File: config.mk
export PLATFORM = sky130hd
export DESIGN_NAME = occ_channel
export DESIGN_NICKNAME = d
export VERILOG_FILES = /design/src/occ_pkg.sv /design/src/occ_delay.sv /design/src/occ_channel.sv
export SDC_FILE = /design/constraint.sdc
export NUM_CORES = 1
export LEC_CHECK = 0
export BUFFER_PORTS_ARGS = -buffer_cell sky130_fd_sc_hd__buf_2
export CAP_MARGIN = 20
export CORE_MARGIN = 1
export CORE_UTILIZATION = 61
export DETAILED_ROUTE_END_ITERATION = 7
export PLACE_DENSITY = 0.94
export SETUP_SLACK_MARGIN = 0.15
export SYNTH_ARGS = -nofsm -noshare
export SYNTH_HDL_FRONTEND = slang
export SYNTH_SLANG_ARGS = --single-unit
File: constraint.sdc
create_clock -name clk -period 5.1 [get_ports clk]
set_input_delay 0.255 -clock clk [delete_from_list [all_inputs] [get_ports clk]]
set_output_delay 0.255 -clock clk [all_outputs]
set_load 0.05 [all_outputs]
File: src/occ_pkg.sv
// package: register offsets, field layout, modes and constants of the compare channel
package occ_pkg;

    // ****************************************
    // register map (word index on the plain port)
    // ****************************************
    localparam logic [2:0] OCC_ADDR_CTRL_ONE = 3'h0;
    localparam logic [2:0] OCC_ADDR_CTRL_TWO = 3'h1;
    localparam logic [2:0] OCC_ADDR_PRIMARY = 3'h2;
    localparam logic [2:0] OCC_ADDR_SECONDARY = 3'h3;
    localparam logic [2:0] OCC_ADDR_TIMER = 3'h4;
    localparam logic [2:0] OCC_ADDR_STATUS = 3'h5;

    // ****************************************
    // field positions
    // ****************************************
    localparam int OCC_MODE_LSB = 0;
    localparam int OCC_MODE_W = 3;
    localparam int OCC_SYNC_LSB = 0;
    localparam int OCC_SYNC_W = 5;
    localparam int OCC_TRIG_BIT = 7;
    localparam int OCC_TRIGD_BIT = 6;
    localparam int OCC_STAT_PIN_BIT = 0;
    localparam int OCC_STAT_IRQ_BIT = 1;
    localparam int OCC_SRC_N = 32;

    // ****************************************
    // reset values and codes
    // ****************************************
    localparam logic [15:0] OCC_CMP_RST = 16'h0000;
    localparam logic [15:0] OCC_TMR_ZERO = 16'h0000;
    localparam logic [15:0] OCC_TMR_MAX = 16'hffff;
    localparam logic [4:0] OCC_SYNC_NONE = 5'h00;
    localparam logic [4:0] OCC_SYNC_SELF = 5'h1f;
    localparam int OCC_FLAG_DELAY = 2;

    typedef enum logic [2:0] {
        OCC_MODE_OFF = 3'h0,
        OCC_MODE_SET_HIGH = 3'h1,
        OCC_MODE_SET_LOW = 3'h2,
        OCC_MODE_TOGGLE = 3'h3
    } occ_mode_t;

endpackage

File: src/occ_delay.sv
// module: small shift delay line for single-bit pulses
`timescale 1ns/100ps
module occ_delay #(
    parameter int DEPTH = 2
) (
    input wire logic clk, // system clock
    input wire logic sys_rst, // async reset, active high
    input wire logic din, // pulse in
    output logic dout // pulse out, DEPTH cycles later
);
    logic [DEPTH-1:0] pipe_r;

    // plain shift chain; every stage resets to zero
    always_ff @(posedge clk or posedge sys_rst) begin
        if (sys_rst) begin
            pipe_r <= '0;
        end else if (DEPTH == 1) begin
            pipe_r <= din;
        end else begin
            pipe_r <= {pipe_r[DEPTH-2:0], din};
        end
    end

    assign dout = pipe_r[DEPTH-1];
endmodule

File: src/occ_channel.sv
// module: single output compare channel with timer, sync/trigger and register port
// What this block does
// - synchronous operation: selected source sync pulse clears the channel timer
// - trigger operation: timer held clear until selected source fires
// - trigger mode select sits at bit 7 of control register two
// - sync select zero: no sync source, timer runs freely
// - sync select all ones: timer clears on own secondary compare match
// - own sync output pulses when timer equals secondary compare
// - mode 001: output low on enable, high after primary match
// - mode 010: output high on enable, low after primary match
// - mode 011: output starts at the preset toggle level, inverts on every primary match
// - output change lands two clocks after the primary match
// - set or clear level holds until mode changes or channel off
// - timer counts up, returns to zero the clock after wrap or sync
// - interrupt flag rises two clocks after the output changes
// - interrupt only when a compare event changes the output level
// - output logic clears to zero on reset; software may preset toggle level
// - primary beyond period: no match, output stays at initial level
// - primary equal to period still matches normally
// - primary zero with timer held in reset: output stays initial
// - primary cleared after event, then sync: output keeps new level
// - full 16-bit primary compare, readable and writable
`timescale 1ns/100ps
module occ_channel
    import occ_pkg::*;
(
    input wire logic clk, // system clock, 250 MHz
    input wire logic sys_rst, // async reset, active high
    input wire logic [2:0] reg_addr, // register word index
    input wire logic [15:0] reg_wdata, // write data
    input wire logic reg_wr, // write strobe
    input wire logic reg_rd, // read strobe
    output logic [15:0] reg_rdata, // read data, valid cycle after strobe
    input wire logic [OCC_SRC_N-1:0] sync_src_in, // sync pulses from other sources
    output logic compare_output_pin, // compare output pin level
    output logic compare_output_oe, // pin drive enable
    output logic sync_out, // own sync/trigger pulse
    output logic compare_irq_flag // sticky channel interrupt flag
);
    import occ_pkg::*;

    // ****************************************
    // software registers
    // ****************************************
    logic [2:0] mode_r;
    logic tristate_r;
    logic [4:0] sync_source_select_r;
    logic trigger_mode_select_r;
    logic [15:0] primary_compare_r;
    logic [15:0] secondary_compare_r;
    logic [15:0] channel_timer_r;
    logic triggered_r;
    logic out_level_r;
    logic irq_r;
    logic sync_out_r;
    logic [15:0] rdata_r;
    logic preset_level_r;
    logic oe_r;
    logic timer_held;

    logic wr_ctrl_one;
    logic wr_ctrl_two;
    logic mode_change;
    logic sec_match;
    logic pri_match;
    logic ext_sync;
    logic sync_evt;
    logic active;
    logic match_d1_r;
    logic out_nxt;
    logic level_changed;
    logic change_late;
    occ_mode_t mode_now;

    assign wr_ctrl_one = reg_wr && (reg_addr == OCC_ADDR_CTRL_ONE);
    assign wr_ctrl_two = reg_wr && (reg_addr == OCC_ADDR_CTRL_TWO);
    assign mode_change = wr_ctrl_one
        && (reg_wdata[OCC_MODE_LSB +: OCC_MODE_W] != mode_r);
    assign mode_now = occ_mode_t'(mode_r);
    assign active = (mode_now == OCC_MODE_SET_HIGH) || (mode_now == OCC_MODE_SET_LOW)
        || (mode_now == OCC_MODE_TOGGLE);

    // ****************************************
    // control register one: mode, pin direction
    // ****************************************
    always_ff @(posedge clk or posedge sys_rst) begin
        if (sys_rst) begin
            mode_r <= 3'h0;
            tristate_r <= 1'b0;
            oe_r <= 1'b1;
        end else if (wr_ctrl_one) begin
            mode_r <= reg_wdata[OCC_MODE_LSB +: OCC_MODE_W];
            tristate_r <= reg_wdata[5];
            oe_r <= !reg_wdata[5];
        end
    end

    // control register two: sync select and trigger mode select
    always_ff @(posedge clk or posedge sys_rst) begin
        if (sys_rst) begin
            sync_source_select_r <= OCC_SYNC_NONE;
            trigger_mode_select_r <= 1'b0;
        end else if (wr_ctrl_two) begin
            sync_source_select_r <= reg_wdata[OCC_SYNC_LSB +: OCC_SYNC_W];
            trigger_mode_select_r <= reg_wdata[OCC_TRIG_BIT];
        end
    end

    // compare values, full 16 bits; bit 0 of status write presets toggle level
    always_ff @(posedge clk or posedge sys_rst) begin
        if (sys_rst) begin
            primary_compare_r <= OCC_CMP_RST;
            secondary_compare_r <= OCC_CMP_RST;
            preset_level_r <= 1'b0;
        end else if (reg_wr) begin
            if (reg_addr == OCC_ADDR_PRIMARY) begin
                primary_compare_r <= reg_wdata;
            end
            if (reg_addr == OCC_ADDR_SECONDARY) begin
                secondary_compare_r <= reg_wdata;
            end
            if (reg_addr == OCC_ADDR_STATUS) begin
                preset_level_r <= reg_wdata[OCC_STAT_PIN_BIT];
            end
        end
    end

    // ****************************************
    // sync / trigger source selection
    // ****************************************
    assign sec_match = (channel_timer_r == secondary_compare_r);
    // a timer parked at zero by a trigger hold or a standing sync is not counting,
    // so a zero primary must not match there
    assign timer_held = (trigger_mode_select_r && !triggered_r)
        || (sync_evt && (channel_timer_r == OCC_TMR_ZERO));
    assign pri_match = active && !timer_held
        && (channel_timer_r == primary_compare_r);

    // source zero never syncs; all ones uses own secondary match
    always_comb begin
        if (sync_source_select_r == OCC_SYNC_NONE) begin
            ext_sync = 1'b0;
        end else if (sync_source_select_r == OCC_SYNC_SELF) begin
            ext_sync = sec_match;
        end else begin
            ext_sync = sync_src_in[sync_source_select_r];
        end
    end

    // trigger mode only ever resets via hold; sync mode clears on pulse
    assign sync_evt = !trigger_mode_select_r && ext_sync;

    // trigger state: cleared on any control register two write or when trigger mode is off
    always_ff @(posedge clk or posedge sys_rst) begin
        if (sys_rst) begin
            triggered_r <= 1'b0;
        end else if (!trigger_mode_select_r || wr_ctrl_two) begin
            triggered_r <= 1'b0;
        end else if (ext_sync || sync_source_select_r == OCC_SYNC_NONE) begin
            triggered_r <= 1'b1;
        end
    end

    // ****************************************
    // channel timer
    // ****************************************
    // wrap falls out of the 16-bit add; sync clears on the following edge
    always_ff @(posedge clk or posedge sys_rst) begin
        if (sys_rst) begin
            channel_timer_r <= OCC_TMR_ZERO;
        end else if (!active) begin
            channel_timer_r <= OCC_TMR_ZERO;
        end else if (trigger_mode_select_r && !triggered_r) begin
            channel_timer_r <= OCC_TMR_ZERO;
        end else if (sync_evt) begin
            channel_timer_r <= OCC_TMR_ZERO;
        end else begin
            channel_timer_r <= channel_timer_r + 16'h0001;
        end
    end

    // own sync pulse, registered so the port comes from a flop
    always_ff @(posedge clk or posedge sys_rst) begin
        if (sys_rst) begin
            sync_out_r <= 1'b0;
        end else begin
            sync_out_r <= active && sec_match;
        end
    end

    // ****************************************
    // compare output
    // ****************************************
    // match registered once, so the pin moves two clocks after the match
    always_ff @(posedge clk or posedge sys_rst) begin
        if (sys_rst) begin
            match_d1_r <= 1'b0;
        end else begin
            match_d1_r <= pri_match && !mode_change;
        end
    end

    // next pin level; a repeated set or clear of an already-set level
    // produces no change, so no flag either
    always_comb begin
        out_nxt = out_level_r;
        unique case (mode_now)
            OCC_MODE_SET_HIGH: begin
                if (match_d1_r) begin
                    out_nxt = 1'b1;
                end
            end
            OCC_MODE_SET_LOW: begin
                if (match_d1_r) begin
                    out_nxt = 1'b0;
                end
            end
            OCC_MODE_TOGGLE: begin
                if (match_d1_r) begin
                    out_nxt = !out_level_r;
                end
            end
            default: begin
                out_nxt = 1'b0;
            end
        endcase
    end

    // enable applies initial level; otherwise pin follows out_nxt
    always_ff @(posedge clk or posedge sys_rst) begin
        if (sys_rst) begin
            out_level_r <= 1'b0;
        end else if (mode_change) begin
            unique case (occ_mode_t'(reg_wdata[OCC_MODE_LSB +: OCC_MODE_W]))
                OCC_MODE_SET_HIGH: out_level_r <= 1'b0;
                OCC_MODE_SET_LOW: out_level_r <= 1'b1;
                OCC_MODE_TOGGLE: out_level_r <= preset_level_r;
                default: out_level_r <= 1'b0;
            endcase
        end else begin
            out_level_r <= out_nxt;
        end
    end

    // ****************************************
    // interrupt flag
    // ****************************************
    // only a real level change counts; a held timer repeating a set does not
    assign level_changed = match_d1_r && !mode_change && (out_nxt != out_level_r);

    occ_delay #(
        .DEPTH(OCC_FLAG_DELAY)
    ) u_flag_delay (
        .clk(clk),
        .sys_rst(sys_rst),
        .din(level_changed),
        .dout(change_late)
    );

    // sticky flag; set wins over a software clear in the same cycle
    always_ff @(posedge clk or posedge sys_rst) begin
        if (sys_rst) begin
            irq_r <= 1'b0;
        end else if (change_late) begin
            irq_r <= 1'b1;
        end else if (reg_wr && reg_addr == OCC_ADDR_STATUS
                     && reg_wdata[OCC_STAT_IRQ_BIT]) begin
            irq_r <= 1'b0;
        end
    end

    // ****************************************
    // read port
    // ****************************************
    always_ff @(posedge clk or posedge sys_rst) begin
        if (sys_rst) begin
            rdata_r <= 16'h0000;
        end else if (reg_rd) begin
            unique case (reg_addr)
                OCC_ADDR_CTRL_ONE: rdata_r <= {10'h000, tristate_r, 2'h0, mode_r};
                OCC_ADDR_CTRL_TWO: rdata_r <= {8'h00, trigger_mode_select_r,
                    triggered_r, 1'b0, sync_source_select_r};
                OCC_ADDR_PRIMARY: rdata_r <= primary_compare_r;
                OCC_ADDR_SECONDARY: rdata_r <= secondary_compare_r;
                OCC_ADDR_TIMER: rdata_r <= channel_timer_r;
                OCC_ADDR_STATUS: rdata_r <= {7'h00, preset_level_r, 6'h00,
                    irq_r, out_level_r};
                default: rdata_r <= 16'h0000;
            endcase
        end else begin
            rdata_r <= 16'h0000;
        end
    end

    assign reg_rdata = rdata_r;
    assign compare_output_pin = out_level_r;
    assign compare_output_oe = oe_r;
    assign sync_out = sync_out_r;
    assign compare_irq_flag = irq_r;
endmodule

==> results.sh, run 1 <==
export IMPL_placed_cell_area_sq_mm=0.00496
export IMPL_maxCapViolCount=0
export IMPL_hold_path_class="input port to async pin"
export IMPL_dieWidth_um=89.2
export IMPL_fillers=540
export IMPL_worstPathArrival_ps=2910
export IMPL_rsz0062_at_grt="no"
export IMPL_ys_flop_type="dfrtp_1"
export IMPL_die_h_um=89.2
export IMPL_cpMaxStageDelayCell="nor3b_4"
export IMPL_holdBufCountCts=0
export IMPL_postLayoutSetupSlackWorst_ps=2370
export IMPL_synthToLayoutAreaGrowth_pct=11.9
export IMPL_insertion_delay_ps=360
export IMPL_yosysTopAreaCell="dfrtp_1"
export IMPL_power_density_mw_per_mm2=361
export IMPL_numCtsBuffers=9
export IMPL_path_class="register to register"
export IMPL_yosysMostFrequentCell="dfrtp_1"
export IMPL_synthDistinctLibCells=49
export IMPL_clkSinkCount=83
export IMPL_drt_wl_total_mm=10.7
export IMPL_slew_headroom=0.277
export IMPL_worstPathCellList="mux4_2, mux2i_1, o211ai_1, nor3b_4, a211oi_1"
export IMPL_clk_pin_slew_ps=80
export IMPL_cts_root_buf="clkbuf_8"
export IMPL_violations="hold timing"
export IMPL_core_sq_mm=0.00729
export IMPL_synth_area_sq_mm=0.00464
export IMPL_critPathRequiredTime_ps=5280
export IMPL_syn_instance_count=418
export IMPL_globalRoute_totalOverflow=0
export IMPL_worst_path_dominant_cell_family="simple AND/OR/NAND/NOR gates"
export IMPL_yosysSeqAreaShare=0.448
export IMPL_vias=3544
export IMPL_fin_skew_ps=7.98
export IMPL_fin_nets=527
export IMPL_critPathBufInv=0
export IMPL_cp_max_fo=16
export IMPL_final_hold_violation_count=12
export IMPL_antenna_found_initial=0
export IMPL_post_route_drc_count=0
export IMPL_tightest_slew_ps=1080
export IMPL_grt_max_degree=84
export IMPL_io_pins=75
export IMPL_cts_tree="done"
export IMPL_antenna_left=0
export IMPL_cp_end_kind="register"
export IMPL_drt_initial_drc_count=335
export IMPL_critPathLaunchType="register"
export IMPL_portBuffers=73
export IMPL_grt_pass1_vias=3443
export IMPL_grt_pass1_wl_mm=17.1
export IMPL_start_util=0.636
export IMPL_timing_hold_ws_ps=-11.4
export IMPL_avgSynthCellArea_sq_um=11.1
export IMPL_routedWlPerCell_um=18.8
export IMPL_fp_row_count=31
export IMPL_syn_nets=477
export IMPL_track_usage=0.293
export IMPL_cts_buffer_depth=2
export IMPL_synth_top_area_share=0.442
export IMPL_hpwl_mm=7.80
export IMPL_yosys_top_cells_count="dfrtp_1, mux2_2, xor2_1, nor2_1, clkbuf_1"
export IMPL_htreeDepth=3
export IMPL_post_cts_buffers=0
export IMPL_die_area_sq_mm=0.00796
export IMPL_ctsResizeCount=0
export IMPL_fmax_mhz=366
export IMPL_ys_ff_latch=83
export IMPL_drive_gt1_frac=0.330
export IMPL_diodes=0
export IMPL_synth_edff_count=0
export IMPL_setup_viol=0
export IMPL_critPathMaxStageDelay_ps=820
export IMPL_tns_ps=0
export IMPL_maxSlewViolCount=0
export IMPL_period_minus_slack_ps=2730
export IMPL_power_leakage_nw=2.36
export IMPL_synthArstFlopShare=1.00
export IMPL_finalInstanceArea_sq_mm=0.00519
export IMPL_dr_pass1_iters=5
export IMPL_place_gp_congestion=0.979
export IMPL_period_share=0.535
export IMPL_ir_worst_vdd_mv=0.227
export IMPL_synth_area_leaders="dfrtp_1, mux2_2, xor2_1"
export IMPL_vias_per_cell=6.20
export IMPL_preCtsSetupSlack_ps=2390
export IMPL_outcome="complete, but fails checks"
export IMPL_yosysWarnings=0
==> tightest hold or removal path: cells and delay by family <==
| family | cells | cell delay (ps) |
|---|---|---|
| buf+inv | 3 | 540 |
==> power by group <==
part | internal [mW] | switching (mW) | total, mW
sequential | 0.751 | 0.130 | 0.881
clock | 0.274 | 0.233 | 0.508
combinational | 0.219 | 0.266 | 0.485
==> metal layers <==
| metal | GRT usage | share of wire |
|---|---|---|
| met4 | 0.150 | 0.034 |
| met5 | 0 | 0 |
| met3 | 0.0563 | 0.073 |
| met2 | 0.457 | 0.48 |
| met1 | 0.392 | 0.41 |
==> logic make-up after synthesis <==
group,count (synthesis),synth area share
AO/OA/AOI/OAI,65,0.106
XOR/XNOR,50,0.0944
adder cells (fa/ha/maj),4,0.0108
buffers and inverters,47,0.0464
flip-flops,83,0.448
multiplexers,66,0.173
AND/OR/NAND/NOR,103,0.122
==> layout by cell type, fill, tap and decap left out, types with 9 or more instances in the layout <==
cell / Yosys / layout
nand4_1: 9 / 9
nor4_1: 10 / 10
a21oi_1: 12 / 12
clkbuf_8: 0 / 9
a211oi_2: 9 / 9
mux2i_1: 16 / 16
nand2_1: 14 / 14
xor2_1: 39 / 39
buf_2: 7 / 73
mux2_2: 43 / 43
dfrtp_1: 82 / 82
inv_1: 11 / 10
nor2_1: 30 / 30
xnor2_1: 11 / 11
==> metrics by stage <==
stage	power (mW)	util	instances
floorplan	1.24	-	418
global placement	1.33	0.681	555
detailed placement	1.36	0.681	555
CTS	1.86	0.710	571
global route	1.96	0.712	572
finish	1.87	0.712	572
==> state kept, by name, summed over array words and instances, names as in the netlist <==
signal / count
compare_irq_flag: 1
compare_output_oe: 1
channel_timer_r: 16
preset_level_r: 1
compare_output_pin: 1
match_d1_r: 1
sync_out: 1
tristate_r: 1
sync_source_select_r: 5
triggered_r: 1
secondary_compare_r: 16
u_flag_delay.pipe_r: 2
trigger_mode_select_r: 1
mode_now: 3
reg_rdata: 16
primary_compare_r: 16
==> area by class of cell <==
type | count | area [sq um] | area share
inverters | 11 | 42.5 | 0.00819
flip-flops and latches | 83 | 2080 | 0.400
repair buffers | 75 | 393 | 0.0756
multi-input cells | 288 | 2350 | 0.452
clock inverters | 5 | 77.6 | 0.0149
well taps | 99 | 124 | 0.0238
clock buffers | 11 | 131 | 0.0253
==> final timing paths <==
path / from / to / slack [ps] / cells after the start
max: sync_source_select_r[1]$_DFFE_PP0P_ / channel_timer_r[5]$_DFF_PP0_ / 2370 / 5
min: sys_rst / channel_timer_r[11]$_DFF_PP0_ / -10 / 3
max reg2reg: sync_source_select_r[1]$_DFFE_PP0P_ / channel_timer_r[5]$_DFF_PP0_ / 2370 / 5
min reg2reg: u_flag_delay.pipe_r[0]$_DFF_PP0_ / u_flag_delay.pipe_r[1]$_DFF_PP0_ / 350 / 0
max in group asynchronous: sys_rst / secondary_compare_r[4]$_DFFE_PP0P_ / 4520 / 4
min in group clk: reg_wdata[5] / compare_output_oe$_DFFE_PP1P_ / 80 / 2
(Power assumes the default switching activity.)
==> inputs of run 2 (changes only) <==
- ABC_AREA: not set -> 1
- CORE_UTILIZATION: 61 -> 51
- PLACE_DENSITY: 0.94 -> 0.85
- clock period: 5.1 -> 2.5 ns (I/O delays scaled with it)
==> run 2 against run 1 <==
Net effect: the run ends with DRC left; area after synthesis up 1.1%; sequential cell count unchanged; count of clock-buffer cells in the layout unchanged; worst setup slack worse by 1900 ps; sequential power up 94%; non-clock buffer count up 6; via count up 25%; cell area up 4.3%; register-to-register slack worse by 1900 ps; total power up 100%; highest routed layer unchanged.
==> results.sh, run 2 <==
export IMPL_clk_pin_slew_ps=80
export IMPL_internal_power_mw=2.52
export IMPL_critPathLaunchType="register"
export IMPL_synthToLayoutAreaGrowth_pct=15.4
export IMPL_violations="DRC"
export IMPL_r2r_end="channel_timer_r[15]$_DFF_PP0_"
export IMPL_grt_pass1_vias=4206
export IMPL_numCtsBuffers=9
export IMPL_globalRoute_totalOverflow=0
export IMPL_power_density_mw_per_mm2=704
export IMPL_p_seq_frac=0.447
export IMPL_vias=4423
export IMPL_path_class="register to register"
export IMPL_synthArstFlopShare=1.00
export IMPL_critPathMaxStageDelay_ps=730
export IMPL_min_to="primary_compare_r[15]$_DFFE_PP0P_"
export IMPL_period_share=0.824
export IMPL_die_area_sq_mm=0.00959
export IMPL_clkSinkCount=83
export IMPL_yosysTopAreaCell="dfrtp_1"
export IMPL_synth_edff_count=0
export IMPL_vias_per_cell=5.56
export IMPL_htreeDepth=3
export IMPL_yosysWarnings=0
export IMPL_ir_worst_vdd_mv=0.298
export IMPL_fmax_mhz=486
export IMPL_track_usage=0.270
export IMPL_syn_instance_count=606
export IMPL_final_hold_violation_count=0
export IMPL_utilization=0.615
export IMPL_synth_area_leaders="dfrtp_1, nand2_1, inv_1"
export IMPL_ys_flop_type="dfrtp_1"
export IMPL_slew_headroom=0.494
export IMPL_worstPathCellList="o21ai_0, o211ai_1, nand3_1, nand2_2, nand3_2, nand2_4, nor2_1"
export IMPL_maxSlewViolCount=0
export IMPL_tightest_slew_ps=751
export IMPL_cts_root_buf="clkbuf_8"
export IMPL_reg2reg_slack_ps=440
export IMPL_die_h_um=97.9
export IMPL_start_util=0.533
export IMPL_tns_ps=0
export IMPL_synth_top_area_share=0.437
export IMPL_diodes=0
export IMPL_grt_max_degree=47
export IMPL_outcome="complete, but fails checks"
export IMPL_hold_depth=3
export IMPL_core_sq_mm=0.00881
export IMPL_p_sw_frac=0.339
export IMPL_rr_worst_depth=7
export IMPL_antenna_left=0
export IMPL_final_cell_mix="nand2_1, dfrtp_1, inv_1, buf_2, o21ai_0"
export IMPL_worst_path_dominant_cell_family="simple AND/OR/NAND/NOR gates"
export IMPL_post_route_drc_count=3
export IMPL_dieWidth_um=97.9
export IMPL_fillers=756
export IMPL_multiInputGateArea_sq_mm=0.00217
export IMPL_fp_row_count=34
export IMPL_p_comb_frac=0.247
export IMPL_yosysSeqAreaShare=0.443
export IMPL_cts_buffer_depth=2
export IMPL_cp_max_fo=17
export IMPL_worstSetupStartpoint="sync_source_select_r[0]$_DFFE_PP0P_"
export IMPL_critPathRequiredTime_ps=2730
export IMPL_hold_path_class="input port to register"
export IMPL_place_gp_congestion=0.994
export IMPL_ctsResizeCount=0
export IMPL_cts_tree="done"
export IMPL_syn_nets=665
export IMPL_cp_end_kind="register"
export IMPL_synthDistinctLibCells=42
export IMPL_portBuffers=73
export IMPL_switchingPower_mw=1.29
export IMPL_power_leakage_nw=2.77
export IMPL_insertion_delay_ps=360
export IMPL_setup_viol=0
export IMPL_critPathBufInv=0
export IMPL_antenna_found_initial=0
export IMPL_routedWlPerCell_um=15.5
export IMPL_rsz0062_at_grt="no"
export IMPL_period_minus_slack_ps=2060
export IMPL_regArea_sq_mm=0.00208
export IMPL_total_power_mw=3.81
export IMPL_hpwl_mm=9.21
export IMPL_timing_hold_ws_ps=20.5
export IMPL_yosysMostFrequentCell="nand2_1"
export IMPL_avgSynthCellArea_sq_um=7.74
export IMPL_fin_nets=741
export IMPL_io_pins=75
export IMPL_ys_ff_latch=83
export IMPL_yosys_top_cells_count="nand2_1, dfrtp_1, inv_1, o21ai_0, nor2_1"
export IMPL_cpMaxStageDelayCell="dfrtp_1"
export IMPL_reg2reg_from="sync_source_select_r[0]$_DFFE_PP0P_"
export IMPL_pwr_share_clk=0.306
export IMPL_worstPathArrival_ps=2290
export IMPL_grt_pass1_wl_mm=20.1
export IMPL_dr_pass1_iters=7
export IMPL_hp_start="reg_wdata[15]"
export IMPL_drt_wl_total_mm=12.3
export IMPL_final_common_cell="nand2_1"
export IMPL_synth_area_sq_mm=0.00469
export IMPL_fin_skew_ps=9.77
export IMPL_maxCapViolCount=0
export IMPL_drive_gt1_frac=0.202
export IMPL_drt_initial_drc_count=507
run 2: worst max-delay path by stage:
stage	end	slack (ps)	depth (start not counted)
final	channel_timer_r[15]$_DFF_PP0_	440	7
after global routing	channel_timer_r[15]$_DFF_PP0_	260	11
after floorplan	channel_timer_r[0]$_DFF_PP0_	240	1
after global placement	channel_timer_r[15]$_DFF_PP0_	550	11
after CTS	channel_timer_r[15]$_DFF_PP0_	460	11
after detailed placement	channel_timer_r[15]$_DFF_PP0_	480	11
run 2: kinds of logic (layout without fill, tap and decap cells):
| family | Yosys count | after routing | share of synthesized area |
|---|---|---|---|
| AOI/OAI and AO/OA | 101 | 101 | 0.126 |
| adders and majority gates | 4 | 4 | 0.0107 |
| and+or+nand+nor | 293 | 293 | 0.286 |
| DFF | 83 | 83 | 0.443 |
| xor gates and xnor gates | 21 | 21 | 0.0392 |
| buffers and inverters | 104 | 185 | 0.0955 |
run 2: stage by stage:
stage               cell area [sq um]  std cells  worst slack, ps
floorplan                        4690        606              240
global placement                 5150        777              551
detailed placement               5150        777              484
CTS                              5420        795              456
global route                     5420        795              264
finish                           5420        795              441
run 2: power by group through the flow:
| stage | Sequential [mW] | Combinational (mW) | Clock, mW |
|---|---|---|---|
| 2_1_floorplan | 1.73 | 0.674 | 0 |
| 3_3_place_gp | 1.71 | 0.893 | 0 |
| 3_5_place_dp | 1.72 | 0.929 | 0 |
| 4_1_cts | 1.70 | 0.935 | 1.18 |
| 5_1_grt | 1.73 | 1.04 | 1.23 |
| 6_report | 1.71 | 0.940 | 1.17 |
run 2: timing repair:
action	in CTS	in global routing
setup buffers	0	0
hold buffers	2	0
endpoints found under the hold margin	38	0
run 2: layout make-up:
| class | count | area share |
|---|---|---|
| multi-input combinational | 419 | 0.400 |
| clock inverter | 5 | 0.0185 |
| clock buffer | 11 | 0.0261 |
| sequential | 83 | 0.384 |
| tap | 108 | 0.0250 |
| timing repair buffer | 81 | 0.0841 |
| inverter | 88 | 0.0626 |
run 2: worst min-delay path, delay by kind of cell:
kind / cells / cell delay, ps
buf+inv: 2 / 140
compound gates: 1 / 70
run 2: routing by layer:
| metal | vias up | routed length [um] | global-route usage |
|---|---|---|---|
| met1 | 2085 | 5340 | 0.357 |
| met2 | 189 | 5740 | 0.440 |
| li1 | 2114 | - | - |
| met4 | 0 | 351 | 0.103 |
| met3 | 35 | 861 | 0.0515 |
| met5 | - | 0 | 0 |
==> inputs of run 3 (changes only) <==
- CORE_UTILIZATION: 51 -> 57
- PLACE_DENSITY: 0.85 -> 0.89
- clock period: 2.5 -> 2 ns (I/O delays scaled with it)
==> run 3 against run 2 <==
Net effect: the run now ends clean; clock skew rose by 0.51 ps; via count rose by 3.4%; register-to-register slack got worse by 220 ps; final cell count rose by 0.63%; first-iteration DRC count fell by 18%; sequential cell count did not move; die area fell by 10%; critical endpoint is now channel_timer_r[13]$_DFF_PP0_; largest cell class unchanged; largest power group unchanged.
==> results.sh, run 3 (synthesis gave the netlist of run 2 again) <==
export IMPL_synthToLayoutAreaGrowth_pct=17.3
export IMPL_period_share=0.887
export IMPL_fin_skew_ps=10.3
export IMPL_grt_max_degree=31
export IMPL_rsz0062_at_grt="no"
export IMPL_tns_ps=0
export IMPL_cts_tree="done"
export IMPL_numCtsBuffers=9
export IMPL_cp_max_fo=19
export IMPL_grt_pass1_wl_mm=20.4
export IMPL_reg2reg_slack_ps=230
export IMPL_vias_per_cell=5.72
export IMPL_diodes=0
export IMPL_post_route_drc_count=0
export IMPL_grt_pass1_vias=4299
export IMPL_drive_gt1_frac=0.228
export IMPL_worstPathArrival_ps=2050
export IMPL_track_usage=0.306
export IMPL_cp_end_kind="register"
export IMPL_insertion_delay_ps=350
export IMPL_critPathLaunchType="register"
export IMPL_die_h_um=92.7
export IMPL_antenna_found_initial=0
export IMPL_clk_pin_slew_ps=80
export IMPL_outcome="finished clean"
export IMPL_path_class="register to register"
export IMPL_start_util=0.598
export IMPL_period_minus_slack_ps=1770
export IMPL_core_sq_mm=0.00785
export IMPL_antenna_left=0
export IMPL_hold_path_class="input port to register"
export IMPL_drt_wl_total_mm=12.7
export IMPL_maxCapViolCount=0
export IMPL_maxSlewViolCount=0
export IMPL_power_leakage_nw=2.78
export IMPL_slew_headroom=0.540
export IMPL_final_common_cell="nand2_1"
export IMPL_io_pins=75
export IMPL_postLayoutSetupSlackWorst_ps=225
export IMPL_vias=4573
export IMPL_r2r_end="channel_timer_r[13]$_DFF_PP0_"
export IMPL_tightest_slew_ps=682
export IMPL_hold_depth=3
export IMPL_fin_nets=753
export IMPL_htreeDepth=3
export IMPL_cts_buffer_depth=2
export IMPL_ir_worst_vdd_mv=0.456
export IMPL_rr_worst_depth=12
export IMPL_clkSinkCount=83
export IMPL_critPathRequiredTime_ps=2270
export IMPL_dr_pass1_iters=5
export IMPL_place_gp_congestion=0.979
export IMPL_drt_initial_drc_count=414
export IMPL_portBuffers=73
export IMPL_hpwl_mm=9.30
export IMPL_preCtsSetupSlack_ps=144
export IMPL_routedWlPerCell_um=15.9
export IMPL_globalRoute_totalOverflow=0
export IMPL_cts_root_buf="clkbuf_8"
export IMPL_dieWidth_um=92.7
export IMPL_fmax_mhz=563
export IMPL_hp_start="reg_wdata[15]"
export IMPL_setup_viol=0
export IMPL_min_to="secondary_compare_r[15]$_DFFE_PP0P_"
export IMPL_power_density_mw_per_mm2=830
export IMPL_fp_row_count=32
export IMPL_die_area_sq_mm=0.00860
export IMPL_final_hold_violation_count=0
export IMPL_fillers=624
export IMPL_final_cell_mix="nand2_1, dfrtp_1, inv_1, buf_2, o21ai_0"
export IMPL_reg2reg_from="sync_source_select_r[0]$_DFFE_PP0P_"
-- run 3: changes by cell type in the layout (fill, tap and decap cells not counted), moves of 2 or more --
cell | before | now
buf_4 | 4 | 14
dfrtp_2 | 0 | 7
nand2_8 | 0 | 2
dfrtp_1 | 82 | 75
clkbuf_1 | 1 | 3
bufinv_16 | 3 | 1
nor4_2 | 2 | 4
nor4_1 | 8 | 6
-- run 3: per-layer routing --
| metal | part of all wire | global-route usage | vias to the layer above |
|---|---|---|---|
| li1 | - | - | 2134 |
| met1 | 0.40 | 0.412 | 2147 |
| met2 | 0.48 | 0.485 | 248 |
| met3 | 0.086 | 0.0731 | 44 |
| met4 | 0.031 | 0.110 | 0 |
| met5 | 0 | 0 | - |
-- run 3: worst max path at each step --
| stage | from | end | slack (ps) | cells past startpoint |
|---|---|---|---|---|
| 6_report | sync_source_select_r[0]$_DFFE_PP0P_ | channel_timer_r[13]$_DFF_PP0_ | 230 | 12 |
| 5_1_grt | channel_timer_r[4]$_DFF_PP0_ | channel_timer_r[13]$_DFF_PP0_ | 100 | 11 |
| 4_1_cts | channel_timer_r[12]$_DFF_PP0_ | channel_timer_r[3]$_DFF_PP0_ | 200 | 11 |
| 3_5_place_dp | channel_timer_r[12]$_DFF_PP0_ | channel_timer_r[4]$_DFF_PP0_ | 140 | 11 |
| 3_3_place_gp | channel_timer_r[12]$_DFF_PP0_ | channel_timer_r[15]$_DFF_PP0_ | 240 | 11 |
| 2_1_floorplan | compare_output_pin$_DFF_PP0_ | u_flag_delay.pipe_r[0]$_DFF_PP0_ | 270 | 8 |
-- run 3: metrics by stage --
step	std cells	area [sq um]	util	hold WS, ps	total power [mW]
final	800	5510	0.702	5.41	4.57
after global routing	800	5510	0.702	8.71	4.81
after CTS	794	5410	0.689	10.7	4.47
after detailed placement	777	5210	0.663	223	3.34
after global placement	777	5210	0.663	207	3.27
after floorplan	606	4700	-	204	3.01
-- run 3: repair_timing --
action,4_1_cts,5_1_grt
pin swaps,0,1
buffers inserted,0,5
endpoints found under the setup margin,6,17
hold buffers,2,0
gates cloned,0,1
hold endpoints to repair,27,0
gates resized for setup,1,15
-- run 3: critical path: stages (launching register included) --
cell,delay [ps]
dfrtp_1,400
buf_12,160
inv_8,60
or2_1,230
nand3_1,70
nand2_1,50
nand2_1,60
inv_1,50
nand2_2,60
nand3_2,130
nand3_4,160
nand2_8,140
nor2_4,130
-- run 3: power by group --
group	total, mW	switching, mW	internal (mW)
combinational	1.32	0.857	0.459
sequential	2.12	0.231	1.89
clock	1.14	0.569	0.569
total	4.57	1.66	2.91
-- run 3: cell type report --
class | count | area (sq um) | share of cell area
Sequential cell | 83 | 2090 | 0.379
Clock buffer | 12 | 135 | 0.0245
Multi-Input combinational cell | 420 | 2220 | 0.404
Clock inverter | 3 | 40.0 | 0.00727
Tap cell | 102 | 128 | 0.0232
Timing Repair Buffer | 92 | 551 | 0.100
Inverter | 88 | 342 | 0.0620
